==> config.mk <==
export PLATFORM = sky130hd
export DESIGN_NAME = imrc_top
export DESIGN_NICKNAME = d
export VERILOG_FILES = /design/src/design/imrc_pkg.sv /design/src/design/imrc_top.sv
export SDC_FILE = /design/constraint.sdc
export NUM_CORES = 1
export LEC_CHECK = 0
export CAP_MARGIN = 20
export CORE_MARGIN = 10
export CORE_UTILIZATION = 38
export DETAILED_ROUTE_END_ITERATION = 7
export DONT_BUFFER_PORTS = 1
export SETUP_SLACK_MARGIN = 0.4
export SLEW_MARGIN = 10
export SYNTH_ARGS = -nofsm -noshare
export SYNTH_HDL_FRONTEND = slang
export SYNTH_SLANG_ARGS = --single-unit
==> constraint.sdc <==
create_clock -name clock -period 3.6 [get_ports clock]
set_input_delay 0.36 -clock clock [delete_from_list [all_inputs] [get_ports clock]]
set_output_delay 0.36 -clock clock [all_outputs]
set_load 0.005 [all_outputs]
==> src/design/imrc_pkg.sv <==
// constants, field positions and state type of the two-wire bus master register block
package imrc_pkg;

  // ==========================================================================
  // register indices (byte address = index * 4)
  localparam logic [2:0]  IDX_DIV_LO   = 3'h0;
  localparam logic [2:0]  IDX_DIV_HI   = 3'h1;
  localparam logic [2:0]  IDX_CONTROL  = 3'h2;
  localparam logic [2:0]  IDX_DATA     = 3'h3;  // write: tx_byte, read: rx_byte
  localparam logic [2:0]  IDX_CMD      = 3'h4;  // write: bus_command, read: bus_status
  localparam int          ADDR_LSB     = 2;
  localparam int          ADDR_MSB     = 4;

  // ==========================================================================
  // field positions
  localparam int          CTRL_CORE_ON = 7;
  localparam int          CTRL_IRQ_ON  = 6;
  localparam int          CMD_START    = 7;
  localparam int          CMD_STOP     = 6;
  localparam int          CMD_READ     = 5;
  localparam int          CMD_WRITE    = 4;
  localparam int          CMD_ACK      = 3;
  localparam int          CMD_IRQ_CLR  = 0;
  localparam int          ST_NACK      = 7;
  localparam int          ST_BUSY      = 6;
  localparam int          ST_ARB_LOST  = 5;
  localparam int          ST_XFER      = 1;
  localparam int          ST_IRQ       = 0;

  // ==========================================================================
  // reset values and sequencing counts
  localparam logic [15:0] DIVIDER_RESET = 16'hffff;
  localparam logic [7:0]  BYTE_RESET    = 8'h00;
  localparam logic [2:0]  PHASE_SAMPLE  = 3'h3;  // waits here for the clock line high
  localparam logic [2:0]  PHASE_LAST    = 3'h4;  // five pieces per bit
  localparam logic [2:0]  BIT_LAST      = 3'h7;

  typedef enum logic [2:0] {
    st_idle,
    st_start,
    st_data,
    st_ack,
    st_stop
  } imrc_state_type;

endpackage : imrc_pkg

==> src/design/imrc_top.sv <==
// two-wire bus master: AHB-Lite register file, byte and bit sequencer, open-drain pins
// Operation
// - control bit 7 enables the core, resets zero, read and write
// - control bit 6 enables the interrupt output; bits 5:0 reserved
// - commands other than interrupt clear accepted only while enabled; pending commands still complete
// - transmit bit 0 is data lsb, or direction bit in address byte
// - receive register holds last received byte, resets to zero
// - command bit 7 requests start or repeated start
// - command bit 6 requests a stop condition
// - command bit 3 picks ack zero or nack one when receiving
// - command bit 0 clears the pending interrupt flag
// - start, stop, read, write, clear command bits self-clear after acting
// - those command bits always read back as zero; reads there return status, where bits 7, 6, 5, 1 and 0 can be one
// - status bit 7 is one when the slave gave no acknowledge
// - status bit 6 set by start seen on bus, cleared by stop
// - status bit 5 set on unrequested stop or data line overridden low
// - status bit 1 is one while a byte transfer is underway
// - status bit 0 set on byte done or arbitration lost; gated interrupt
// - reserved bits read as zero; software writes zeros
// - write sends the transmit byte; read receives a byte into receive register
// - start emitted only with read or write; start or repeated from clock line
`timescale 1ns/1ns

module imrc_top
  import imrc_pkg::*;
(
  input  wire logic        clock,
  input  wire logic        reset,
  input  wire logic        hsel,
  input  wire logic [31:0] haddr,
  input  wire logic [1:0]  htrans,
  input  wire logic        hwrite,
  input  wire logic [2:0]  hsize,
  input  wire logic [31:0] hwdata,
  input  wire logic        hready,
  output logic             hreadyout,
  output logic      [31:0] hrdata,
  output logic             hresp,
  input  wire logic        scl_in,
  output logic             scl_out,
  output logic             scl_oe,
  input  wire logic        sda_in,
  output logic             sda_out,
  output logic             sda_oe,
  output logic             irq
);

  // ==========================================================================
  // register state
  logic [15:0]    clock_divider;
  logic           core_on;
  logic           irq_on;
  logic [7:0]     tx_byte;
  logic [7:0]     rx_byte;
  logic           cmd_start_cond;
  logic           cmd_stop_cond;
  logic           cmd_read;
  logic           cmd_write;
  logic           cmd_nack;
  logic           slave_nack_seen;
  logic           bus_busy;
  logic           arb_lost;
  logic           xfer_active;
  logic           irq_flag;

  // bus phase capture
  logic           ph_valid;
  logic           ph_write;
  logic           ph_mapped;
  logic [2:0]     ph_index;
  logic           reg_write;
  logic           take;

  // pin synchronisers and line events
  logic           scl_meta;
  logic           scl_sync;
  logic           sda_meta;
  logic           sda_sync;
  logic           sda_prev;
  logic           start_seen;
  logic           stop_seen;

  // sequencer
  imrc_state_type state;
  logic [2:0]     phase;
  logic [2:0]     bit_cnt;
  logic [7:0]     shifter;
  logic [15:0]    div_cnt;
  logic           tick;
  logic           step;
  logic           arb_event;
  logic           cmd_done;
  logic           byte_done;

  // ==========================================================================
  // AHB-Lite slave: writes land in the data phase, reads take one wait state
  assign take      = hready & hsel & htrans[1];
  assign reg_write = ph_valid & ph_write & ph_mapped;

  // address phase capture
  always_ff @(posedge clock) begin
    if (reset) begin
      ph_valid  <= 1'b0;
      ph_write  <= 1'b0;
      ph_mapped <= 1'b0;
      ph_index  <= 3'h0;
    end else if (hready) begin
      ph_valid  <= take;
      ph_write  <= hwrite;
      ph_mapped <= (haddr[31:ADDR_MSB+1] == '0) && (haddr[ADDR_MSB:ADDR_LSB] <= IDX_CMD);
      ph_index  <= haddr[ADDR_MSB:ADDR_LSB];
    end
  end

  // wait state lets a read see a write that landed one cycle earlier
  always_ff @(posedge clock) begin
    if (reset) begin
      hreadyout <= 1'b1;
    end else begin
      hreadyout <= !(take && !hwrite);
    end
  end

  // read mux, sampled during the wait state; unmapped reads return zero
  always_ff @(posedge clock) begin
    if (reset) begin
      hrdata <= 32'h0000_0000;
    end else if (!hreadyout) begin
      hrdata <= 32'h0000_0000;
      if (ph_mapped) begin
        case (ph_index)
          IDX_DIV_LO:  hrdata[7:0] <= clock_divider[7:0];
          IDX_DIV_HI:  hrdata[7:0] <= clock_divider[15:8];
          IDX_CONTROL: hrdata[7:0] <= {core_on, irq_on, 6'h00};
          IDX_DATA:    hrdata[7:0] <= rx_byte;
          IDX_CMD:     hrdata[7:0] <= {slave_nack_seen, bus_busy, arb_lost, 3'h0,
                                       xfer_active, irq_flag};
          default:     hrdata[7:0] <= 8'h00;
        endcase
      end
    end
  end

  // ==========================================================================
  // software-written registers
  always_ff @(posedge clock) begin
    if (reset) begin
      clock_divider <= DIVIDER_RESET;
      core_on       <= 1'b0;
      irq_on        <= 1'b0;
      tx_byte       <= BYTE_RESET;
    end else if (reg_write) begin
      case (ph_index)
        IDX_DIV_LO:  clock_divider[7:0]  <= hwdata[7:0];
        IDX_DIV_HI:  clock_divider[15:8] <= hwdata[7:0];
        IDX_CONTROL: begin
          core_on <= hwdata[CTRL_CORE_ON];
          irq_on  <= hwdata[CTRL_IRQ_ON];
        end
        IDX_DATA:    tx_byte <= hwdata[7:0];
        default:     ;
      endcase
    end
  end

  // command bits: latched only while enabled; all but cmd_nack dropped once acted on
  always_ff @(posedge clock) begin
    if (reset) begin
      cmd_start_cond <= 1'b0;
      cmd_stop_cond  <= 1'b0;
      cmd_read       <= 1'b0;
      cmd_write      <= 1'b0;
      cmd_nack       <= 1'b0;
    end else if (reg_write && ph_index == IDX_CMD && core_on) begin
      cmd_start_cond <= hwdata[CMD_START];
      cmd_stop_cond  <= hwdata[CMD_STOP];
      cmd_read       <= hwdata[CMD_READ];
      cmd_write      <= hwdata[CMD_WRITE];
      cmd_nack       <= hwdata[CMD_ACK];
    end else if (cmd_done || arb_event) begin
      cmd_start_cond <= 1'b0;
      cmd_stop_cond  <= 1'b0;
      cmd_read       <= 1'b0;
      cmd_write      <= 1'b0;
    end
  end

  // ==========================================================================
  // pin synchronisers; edge detection reads only the second stage onward
  always_ff @(posedge clock) begin
    if (reset) begin
      scl_meta <= 1'b1;
      scl_sync <= 1'b1;
      sda_meta <= 1'b1;
      sda_sync <= 1'b1;
      sda_prev <= 1'b1;
    end else begin
      scl_meta <= scl_in;
      scl_sync <= scl_meta;
      sda_meta <= sda_in;
      sda_sync <= sda_meta;
      sda_prev <= sda_sync;
    end
  end

  assign start_seen = scl_sync & sda_prev & !sda_sync;
  assign stop_seen  = scl_sync & !sda_prev & sda_sync;

  // bus occupancy follows any master's start and stop
  always_ff @(posedge clock) begin
    if (reset) begin
      bus_busy <= 1'b0;
    end else if (start_seen) begin
      bus_busy <= 1'b1;
    end else if (stop_seen) begin
      bus_busy <= 1'b0;
    end
  end

  // ==========================================================================
  // divider: one tick per fifth of a serial clock period
  assign tick = (div_cnt == 16'h0000);

  always_ff @(posedge clock) begin
    if (reset) begin
      div_cnt <= DIVIDER_RESET;
    end else if (tick || state == st_idle) begin  // idle reload: a new divider counts at once
      div_cnt <= clock_divider;
    end else begin
      div_cnt <= div_cnt - 16'h0001;
    end
  end

  // a slave stretching the clock holds the sample phase
  assign step = tick && !(phase == PHASE_SAMPLE && !scl_sync);

  // lost arbitration: a stop we did not make, or our released data line read low
  assign arb_event = (state != st_idle && state != st_stop && stop_seen) ||
                     (step && phase == PHASE_SAMPLE && state == st_data &&
                      cmd_write && !sda_oe && !sda_sync);

  // ==========================================================================
  // byte and bit sequencer
  always_ff @(posedge clock) begin
    if (reset) begin
      state           <= st_idle;
      phase           <= 3'h0;
      bit_cnt         <= 3'h0;
      shifter         <= BYTE_RESET;
      rx_byte         <= BYTE_RESET;
      slave_nack_seen <= 1'b0;
      scl_oe          <= 1'b0;
      sda_oe          <= 1'b0;
      cmd_done        <= 1'b0;
      byte_done       <= 1'b0;
    end else begin
      cmd_done  <= 1'b0;
      byte_done <= 1'b0;
      if (arb_event) begin
        // let go of both lines at once; the other master owns the bus now
        state  <= st_idle;
        scl_oe <= 1'b0;
        sda_oe <= 1'b0;
      end else if (state == st_idle) begin
        phase   <= 3'h0;
        bit_cnt <= 3'h0;
        shifter <= tx_byte;
        // pending commands run even if the core was disabled meanwhile
        if (!cmd_done && (cmd_read || cmd_write)) begin  // finished bits linger one cycle
          state <= cmd_start_cond ? st_start : st_data;
        end else if (!cmd_done && cmd_stop_cond) begin
          state <= st_stop;
        end
      end else if (step) begin
        phase <= (phase == PHASE_LAST) ? 3'h0 : phase + 3'h1;
        case (state)
          // sda released first, so a low clock line gives a repeated start
          st_start: begin
            case (phase)
              3'h0:    sda_oe <= 1'b0;
              3'h2:    scl_oe <= 1'b0;
              3'h3:    sda_oe <= 1'b1;
              3'h4: begin
                scl_oe <= 1'b1;
                state  <= st_data;
              end
              default: ;
            endcase
          end
          st_data: begin
            case (phase)
              3'h0:    scl_oe <= 1'b1;
              3'h1:    sda_oe <= cmd_write & !shifter[7];
              3'h2:    scl_oe <= 1'b0;
              3'h3:    shifter <= {shifter[6:0], sda_sync};
              3'h4: begin
                scl_oe  <= 1'b1;
                bit_cnt <= bit_cnt + 3'h1;
                if (bit_cnt == BIT_LAST) begin
                  state <= st_ack;
                  if (cmd_read) begin
                    rx_byte <= shifter;
                  end
                end
              end
              default: ;
            endcase
          end
          st_ack: begin
            case (phase)
              3'h0:    scl_oe <= 1'b1;
              3'h1:    sda_oe <= cmd_read & !cmd_nack;
              3'h2:    scl_oe <= 1'b0;
              3'h3: begin
                if (cmd_write) begin
                  slave_nack_seen <= sda_sync;
                end
              end
              3'h4: begin
                scl_oe <= 1'b1;  // sda kept: no data edge while the clock falls
                if (cmd_stop_cond) begin
                  state <= st_stop;
                end else begin
                  state     <= st_idle;
                  cmd_done  <= 1'b1;
                  byte_done <= 1'b1;
                end
              end
              default: ;
            endcase
          end
          st_stop: begin
            case (phase)
              3'h0:    scl_oe <= 1'b1;
              3'h1:    sda_oe <= 1'b1;
              3'h2:    scl_oe <= 1'b0;
              3'h3:    sda_oe <= 1'b0;
              3'h4: begin
                state     <= st_idle;
                cmd_done  <= 1'b1;
                byte_done <= cmd_read | cmd_write;
              end
              default: ;
            endcase
          end
          default: state <= st_idle;
        endcase
      end
    end
  end

  // fixed outputs: okay response; open-drain pins only ever pull low
  always_ff @(posedge clock) begin
    hresp   <= 1'b0;
    scl_out <= 1'b0;
    sda_out <= 1'b0;
  end

  // ==========================================================================
  // status flags and interrupt
  always_ff @(posedge clock) begin
    xfer_active <= !reset && (state != st_idle);
  end

  // cleared when software asks for a new start
  always_ff @(posedge clock) begin
    if (reset) begin
      arb_lost <= 1'b0;
    end else if (arb_event) begin
      arb_lost <= 1'b1;
    end else if (state == st_idle && cmd_start_cond && (cmd_read || cmd_write)) begin
      arb_lost <= 1'b0;
    end
  end

  // set beats a clear arriving in the same cycle
  always_ff @(posedge clock) begin
    if (reset) begin
      irq_flag <= 1'b0;
    end else if (byte_done || arb_event) begin
      irq_flag <= 1'b1;
    end else if (reg_write && ph_index == IDX_CMD && hwdata[CMD_IRQ_CLR]) begin
      irq_flag <= 1'b0;
    end
  end

  // request pin gated by the enable bit
  always_ff @(posedge clock) begin
    irq <= !reset && irq_flag && irq_on;
  end

endmodule : imrc_top

==> impl_metrics.csv, run 1 <==
group,metric,value,unit
timing,final-hold-violation-count,0,
logic_synthesis,async_reset_ff_frac,0,
floorplanning,die_y,139,um
clock_tree,path_clk_slew,70,ps
clock_tree,cts_buffer_depth,2,
clock_tree,cts.sinks,102,
floorplanning,die_w,139,um
final_layout,diodes,0,
timing,max_freq,0.340,GHz
detailed_routing,drt_pass1_iterations,5,
global_route,antenna_found_initial,0,
timing,worst_pin_slew,896,ps
final_layout,nNetsFinal,676,
critical_path,cp.arrival,3180,ps
detailed_routing,wirelength,13.5,mm
power_and_ir_drop,leakage,2.02,nW
floorplanning,ios,115,
power_and_ir_drop,power_density,387,nW/um^2
clock_tree,cts_setup_buffers,0,
logic_synthesis,synth_enable_flop_cells,0,
detailed_routing,viasPerCell,5.47,
final_layout,layout_commonest_cell,"dfxtp_1",
logic_synthesis,synth_warnings,0,
outcome,status,"completed",
global_route,grt_usage,0.135,
critical_path,endpoint_kind,"flip-flop",
logic_synthesis,synth_ff_type,"dfxtp_1",
global_route,grt_pass1_wl,21.7,mm
detailed_routing,wl_per_cell,17.4,um
detailed_routing,drtIter0Drc,369,
logic_synthesis,avgSynthCellArea,8.78,um^2
timing,fin_tns_setup,0,ps
timing,holdWs,77.5,ps
min_path,min_path_type,"in -> reg",
place,place.gp.congestion,0.887,
floorplanning,die_area,19400,um^2
clock_tree,cts-resized-gates,0,
detailed_routing,remaining_drc_errors,0,
logic_synthesis,synth_seq_area_share,0.378,
timing,slew_headroom,0.398,
logic_synthesis,yosysUniqueCellTypes,69,
floorplanning,core_area,13900,um^2
logic_synthesis,syn_inst,615,
detailed_routing,vias,4242,
detailed_routing,antenna_left,0,
clock_tree,htreeDepth,3,
logic_synthesis,syn_area,5400,um^2
critical_path,critPathMaxFanout,19,
critical_path,cp-start-kind,"flip-flop",
timing,setup_viol_count_final,0,
floorplanning,initial_core_util,0.389,
clock_tree,cts_hold_buf,0,
critical_path,crit_type,"reg -> reg",
clock_tree,cts-root-buf,"clkbuf_16",
global_route,grt_pass1_vias,4054,
final_layout,mostFrequentLayoutCells,"dfxtp_1 (102), nand2_1 (58), nor2_1 (53)",
timing,fin_crit_sh,0.816,
clock_tree,cts_made_buffers,9,
global_route,grt_overflow,0,
timing,maxSlewViolCount,0,
place,dp_hpwl,9.87,mm
clock_tree,cts_tree,"yes",
logic_synthesis,synth_seq_cells,102,
floorplanning,rows,43,
timing,rsz0062_at_grt,"no",
timing,period_needed,2940,ps
clock_tree,clk-insertion-delay-late,350,ps
global_route,grt_max_degree,112,
place,portBuffers,0,
flow_run,max_cap_violations,0,
final_layout,drive_above_1_share,0.0789,
power_and_ir_drop,peakVddDrop,332,uV
critical_path,worstPathRequired,3840,ps
final_layout,areaGrowthSynthToFinish,5.54,%
timing,skew,10.0,ps
## per-stage QoR
| stage | std cells | setup slack, ps | power, W | utilization | instance area, um^2 |
|---|---|---|---|---|---|
| after floorplan | 641 | 1410 | 0.00125 | - | 5500 |
| after global placement | 760 | 816 | 0.00122 | 0.388 | 5390 |
| after detailed placement | 760 | 748 | 0.00122 | 0.388 | 5390 |
| after CTS | 776 | 732 | 0.00223 | 0.410 | 5700 |
| after global routing | 776 | 516 | 0.00229 | 0.410 | 5700 |
| final | 776 | 661 | 0.00221 | 0.410 | 5700 |
## layout make-up
| cell class | count | area (um^2) |
|---|---|---|
| Sequential cell | 102 | 2040 |
| Tap cell | 180 | 225 |
| Inverter | 10 | 37.5 |
| Clock buffer | 12 | 256 |
| Multi-Input combinational cell | 464 | 3050 |
| Timing Repair Buffer | 4 | 30.0 |
| Fill cell | 1388 | 8180 |
| Clock inverter | 4 | 53.8 |
## where the power goes
group	internal (W)	switching, W
clock	0.000580	0.000432
sequential	0.00113	0.0000121
combinational	0.0000254	0.0000239
total	0.00174	0.000468
## cells in the mapped netlist (14+ instances only)
library cell	n	area, um^2
nor2b_1	14	87.6
nand3_1	16	80.1
buf_4	30	225
mux2i_1	42	420
a211o_1	18	158
clkbuf_1	25	93.8
nor2_1	53	199
nand2_1	58	218
nor3_1	19	95.1
a21oi_1	29	145
dfxtp_1	102	2040
nand2b_1	22	138
## path summary, 6_finish.rpt
| kind | cells past startpoint | end | from | slack [ps] |
|---|---|---|---|---|
| max | 7 | bit_cnt[0] | phase[0] | 660 |
| max reg2reg | 7 | bit_cnt[0] | phase[0] | 660 |
| min | 1 | hreadyout | hready | 80 |
| min reg2reg | 1 | sda_sync | sda_meta | 410 |
## state kept, by name, summed over array words and instances (netlist names), 8 cells and up
signal,flops
hrdata,8
div_cnt,16
shifter,8
clock_divider,16
rx_byte,8
tx_byte,8
## critical path, cell delays in order, from the launching register on
cell	delay (ps)
dfxtp_1	390
ha_1	170
ha_1	350
nor4bb_1	450
nand2_1	80
or4_1	790
o211ai_2	260
mux2_4	330
## metal layers
layer,global-route usage,up-vias,part of all wire
li1,-,2082,-
met4,0.0335,0,0.011
met2,0.212,121,0.47
met5,0,-,0
met1,0.174,2027,0.45
met3,0.0466,12,0.066
## cell families (layout without fill, tap and decap cells)
kind of cell             Yosys count  in the layout  synth area share
AO/OA/AOI/OAI                    107            107             0.146
buffers and inverters             75             30            0.0744
multiplexers                      47             47            0.0911
flip-flops                       102            102             0.378
AND/OR/NAND/NOR                  260            260             0.266
XOR/XNOR                          14             14            0.0227
other                              1             27          0.000695
adder cells (fa/ha/maj)            9              9            0.0209
Note: power is estimated with default switching activity, not from simulation.
==> run 2, diff against run 1 <==
- clock period: 3.6 -> 2.6 ns (I/O delays scaled with it)
==> run 2 against run 1 <==
Design area grew 5.6%. Utilization up 2.3 points. Via count increased by 3.7%. Clock-buffer cell count decreased by 1. Non-clock buffer count grew 24. Critical endpoint unchanged. Hold slack worse by 60 ps. Clock skew is essentially flat. Largest power group unchanged.
==> impl_metrics.csv, run 2 (synthesized netlist as in run 1, its figures left out) <==
group,metric,value,unit
power_and_ir_drop,pwr-share-clk,0.438,
place,place.gp.congestion,0.839,
global_route,grt_overflow,0,
detailed_routing,wl_per_cell,17.7,um
clock_tree,cts.sinks,102,
final_layout,fillCellCount,1374,
detailed_routing,drt_pass1_iterations,5,
final_layout,finalNonFillerCells,799,
power_and_ir_drop,peakVddDrop,410,uV
final_layout,layout_commonest_cell,"dfxtp_1",
global_route,antenna_found_initial,0,
final_layout,diodes,0,
detailed_routing,viasPerCell,5.50,
timing,fin_tns_setup,0,ps
clock_tree,cts_made_buffers,9,
final_layout,multi_input_area,3140,um^2
timing,fin_crit_sh,0.830,
critical_path,critPathMaxFanout,4,
power_and_ir_drop,power_frac_comb,0.030,
timing,worst_pin_slew,792,ps
power_and_ir_drop,p_int,0.00231,W
outcome,status,"completed",
global_route,grt_pass1_wl,22.6,mm
place,dp.cells,769,
timing,slew_headroom,0.468,
global_route,grt_usage,0.142,
final_layout,drive_above_1_share,0.131,
timing,final-hold-violation-count,0,
floorplanning,initial_core_util,0.389,
final_layout,mostFrequentLayoutCells,"dfxtp_1 (97), nand2_1 (58), nor2_1 (53)",
final_layout,nNetsFinal,700,
clock_tree,cts-root-buf,"clkbuf_16",
floorplanning,rows,43,
floorplanning,die_w,139,um
place,dp_hpwl,9.92,mm
timing,skew,9.75,ps
power_and_ir_drop,leakage,2.16,nW
global_route,grt_max_degree,77,
critical_path,crit_path_cell_trace,"ha_4 > ha_4 > nor4bb_4 > nand2_1 > or4_4 > o211ai_2 > mux2_4",
critical_path,max_stage_delay,580,ps
critical_path,cpMostUsedCell,"ha_4",
critical_path,path_buf_inv,0,
clock_tree,htreeDepth,3,
critical_path,cp-start-kind,"flip-flop",
critical_path,cp_top_family,"simple AND/OR/NAND/NOR gates",
clock_tree,clk-insertion-delay-late,360,ps
critical_path,worstPathRequired,2850,ps
clock_tree,cts_buffer_depth,2,
power_and_ir_drop,p_sw,0.000663,W
timing,maxSlewViolCount,0,
detailed_routing,antenna_left,0,
critical_path,cp.arrival,2400,ps
timing,setup_viol_count_final,0,
final_layout,ff_latch_area,2050,um^2
power_and_ir_drop,power_density,495,nW/um^2
timing,period_needed,2160,ps
clock_tree,path_clk_slew,70,ps
floorplanning,ios,115,
flow_run,max_cap_violations,0,
power_and_ir_drop,switching_share,0.223,
detailed_routing,vias,4398,
detailed_routing,drtIter0Drc,337,
timing,max_freq,0.464,GHz
critical_path,crit_type,"reg -> reg",
final_layout,largestRegisters,"clock_divider x16, div_cnt x16",
power_and_ir_drop,power_frac_seq,0.532,
floorplanning,core_area,13900,um^2
floorplanning,die_area,19400,um^2
global_route,grt_pass1_vias,4149,
place,portBuffers,0,
clock_tree,cts_tree,"yes",
detailed_routing,remaining_drc_errors,0,
min_path,min_path_type,"in -> reg",
final_layout,areaGrowthSynthToFinish,11.5,%
critical_path,endpoint_kind,"flip-flop",
critical_path,slowest_stage,"or4_4",
detailed_routing,wirelength,14.1,mm
floorplanning,die_y,139,um
timing,rsz0062_at_grt,"yes",
==> run 2: cell types whose count changed in the layout (fill, tap and decap cells not counted), sizes merged <==
cell,previous run,this run
bufinv,1,0
dlygate4sd3,0,4
clkinvlp,2,0
clkinv,1,4
buf,4,23
==> run 2: final timing paths <==
check	start	end	slack (ps)	cells past startpoint
max	phase[0]	bit_cnt[0]	440	7
min	scl_in	scl_meta	20	1
max reg2reg	phase[0]	bit_cnt[0]	440	7
min reg2reg	scl_meta	scl_sync	410	1
==> run 2: power groups by stage <==
stage | Sequential, W | Combinational [W] | Clock (W)
after floorplan | 0.00161 | 0.000118 | 0
after global placement | 0.00162 | 0.0000691 | 0
after detailed placement | 0.00162 | 0.0000699 | 0
after CTS | 0.00158 | 0.0000879 | 0.00134
after global routing | 0.00158 | 0.0000993 | 0.00139
final | 0.00158 | 0.0000901 | 0.00130
==> run 2: cell type report <==
class,count,share of cell area
clock inverters,4,0.00520
inverters,10,0.00624
multi-input cells,464,0.522
repair buffers,28,0.0455
well taps,180,0.0374
flip-flops and latches,102,0.341
clock buffers,11,0.0420
==> run 2: repair_timing <==
| item | CTS | global route |
|---|---|---|
| resized for setup | 11 | 15 |
| cloned | 0 | 1 |
| pin swaps | 3 | 5 |
| hold buffers | 5 | 0 |
| endpoints found under the setup margin | 30 | 38 |
| setup buffers | 2 | 7 |
| endpoints found under the hold margin | 37 | 0 |
==> run 2: layer usage <==
metal	share of wire	GRT usage
met5	0	0
met3	0.072	0.0432
met4	0.014	0.0401
met1	0.45	0.186
met2	0.46	0.220
==> run 2: worst register-to-register path, cell delays in order (launching register included) <==
cell      delay [ps]
dfxtp_4          380
ha_4             150
ha_4             140
nor4bb_4         220
nand2_1          100
or4_4            580
o211ai_2         160
mux2_4           330
==> run 2: metrics by stage <==
stage	power [W]	area, um^2	hold slack [ps]	worst slack (ps)	util
after floorplan	0.00173	5500	349	412	-
after global placement	0.00169	5450	336	205	0.393
after detailed placement	0.00169	5450	343	139	0.393
after CTS	0.00301	5860	6.94	414	0.422
after global routing	0.00307	6020	2.24	331	0.433
final	0.00298	6020	18.0	443	0.433
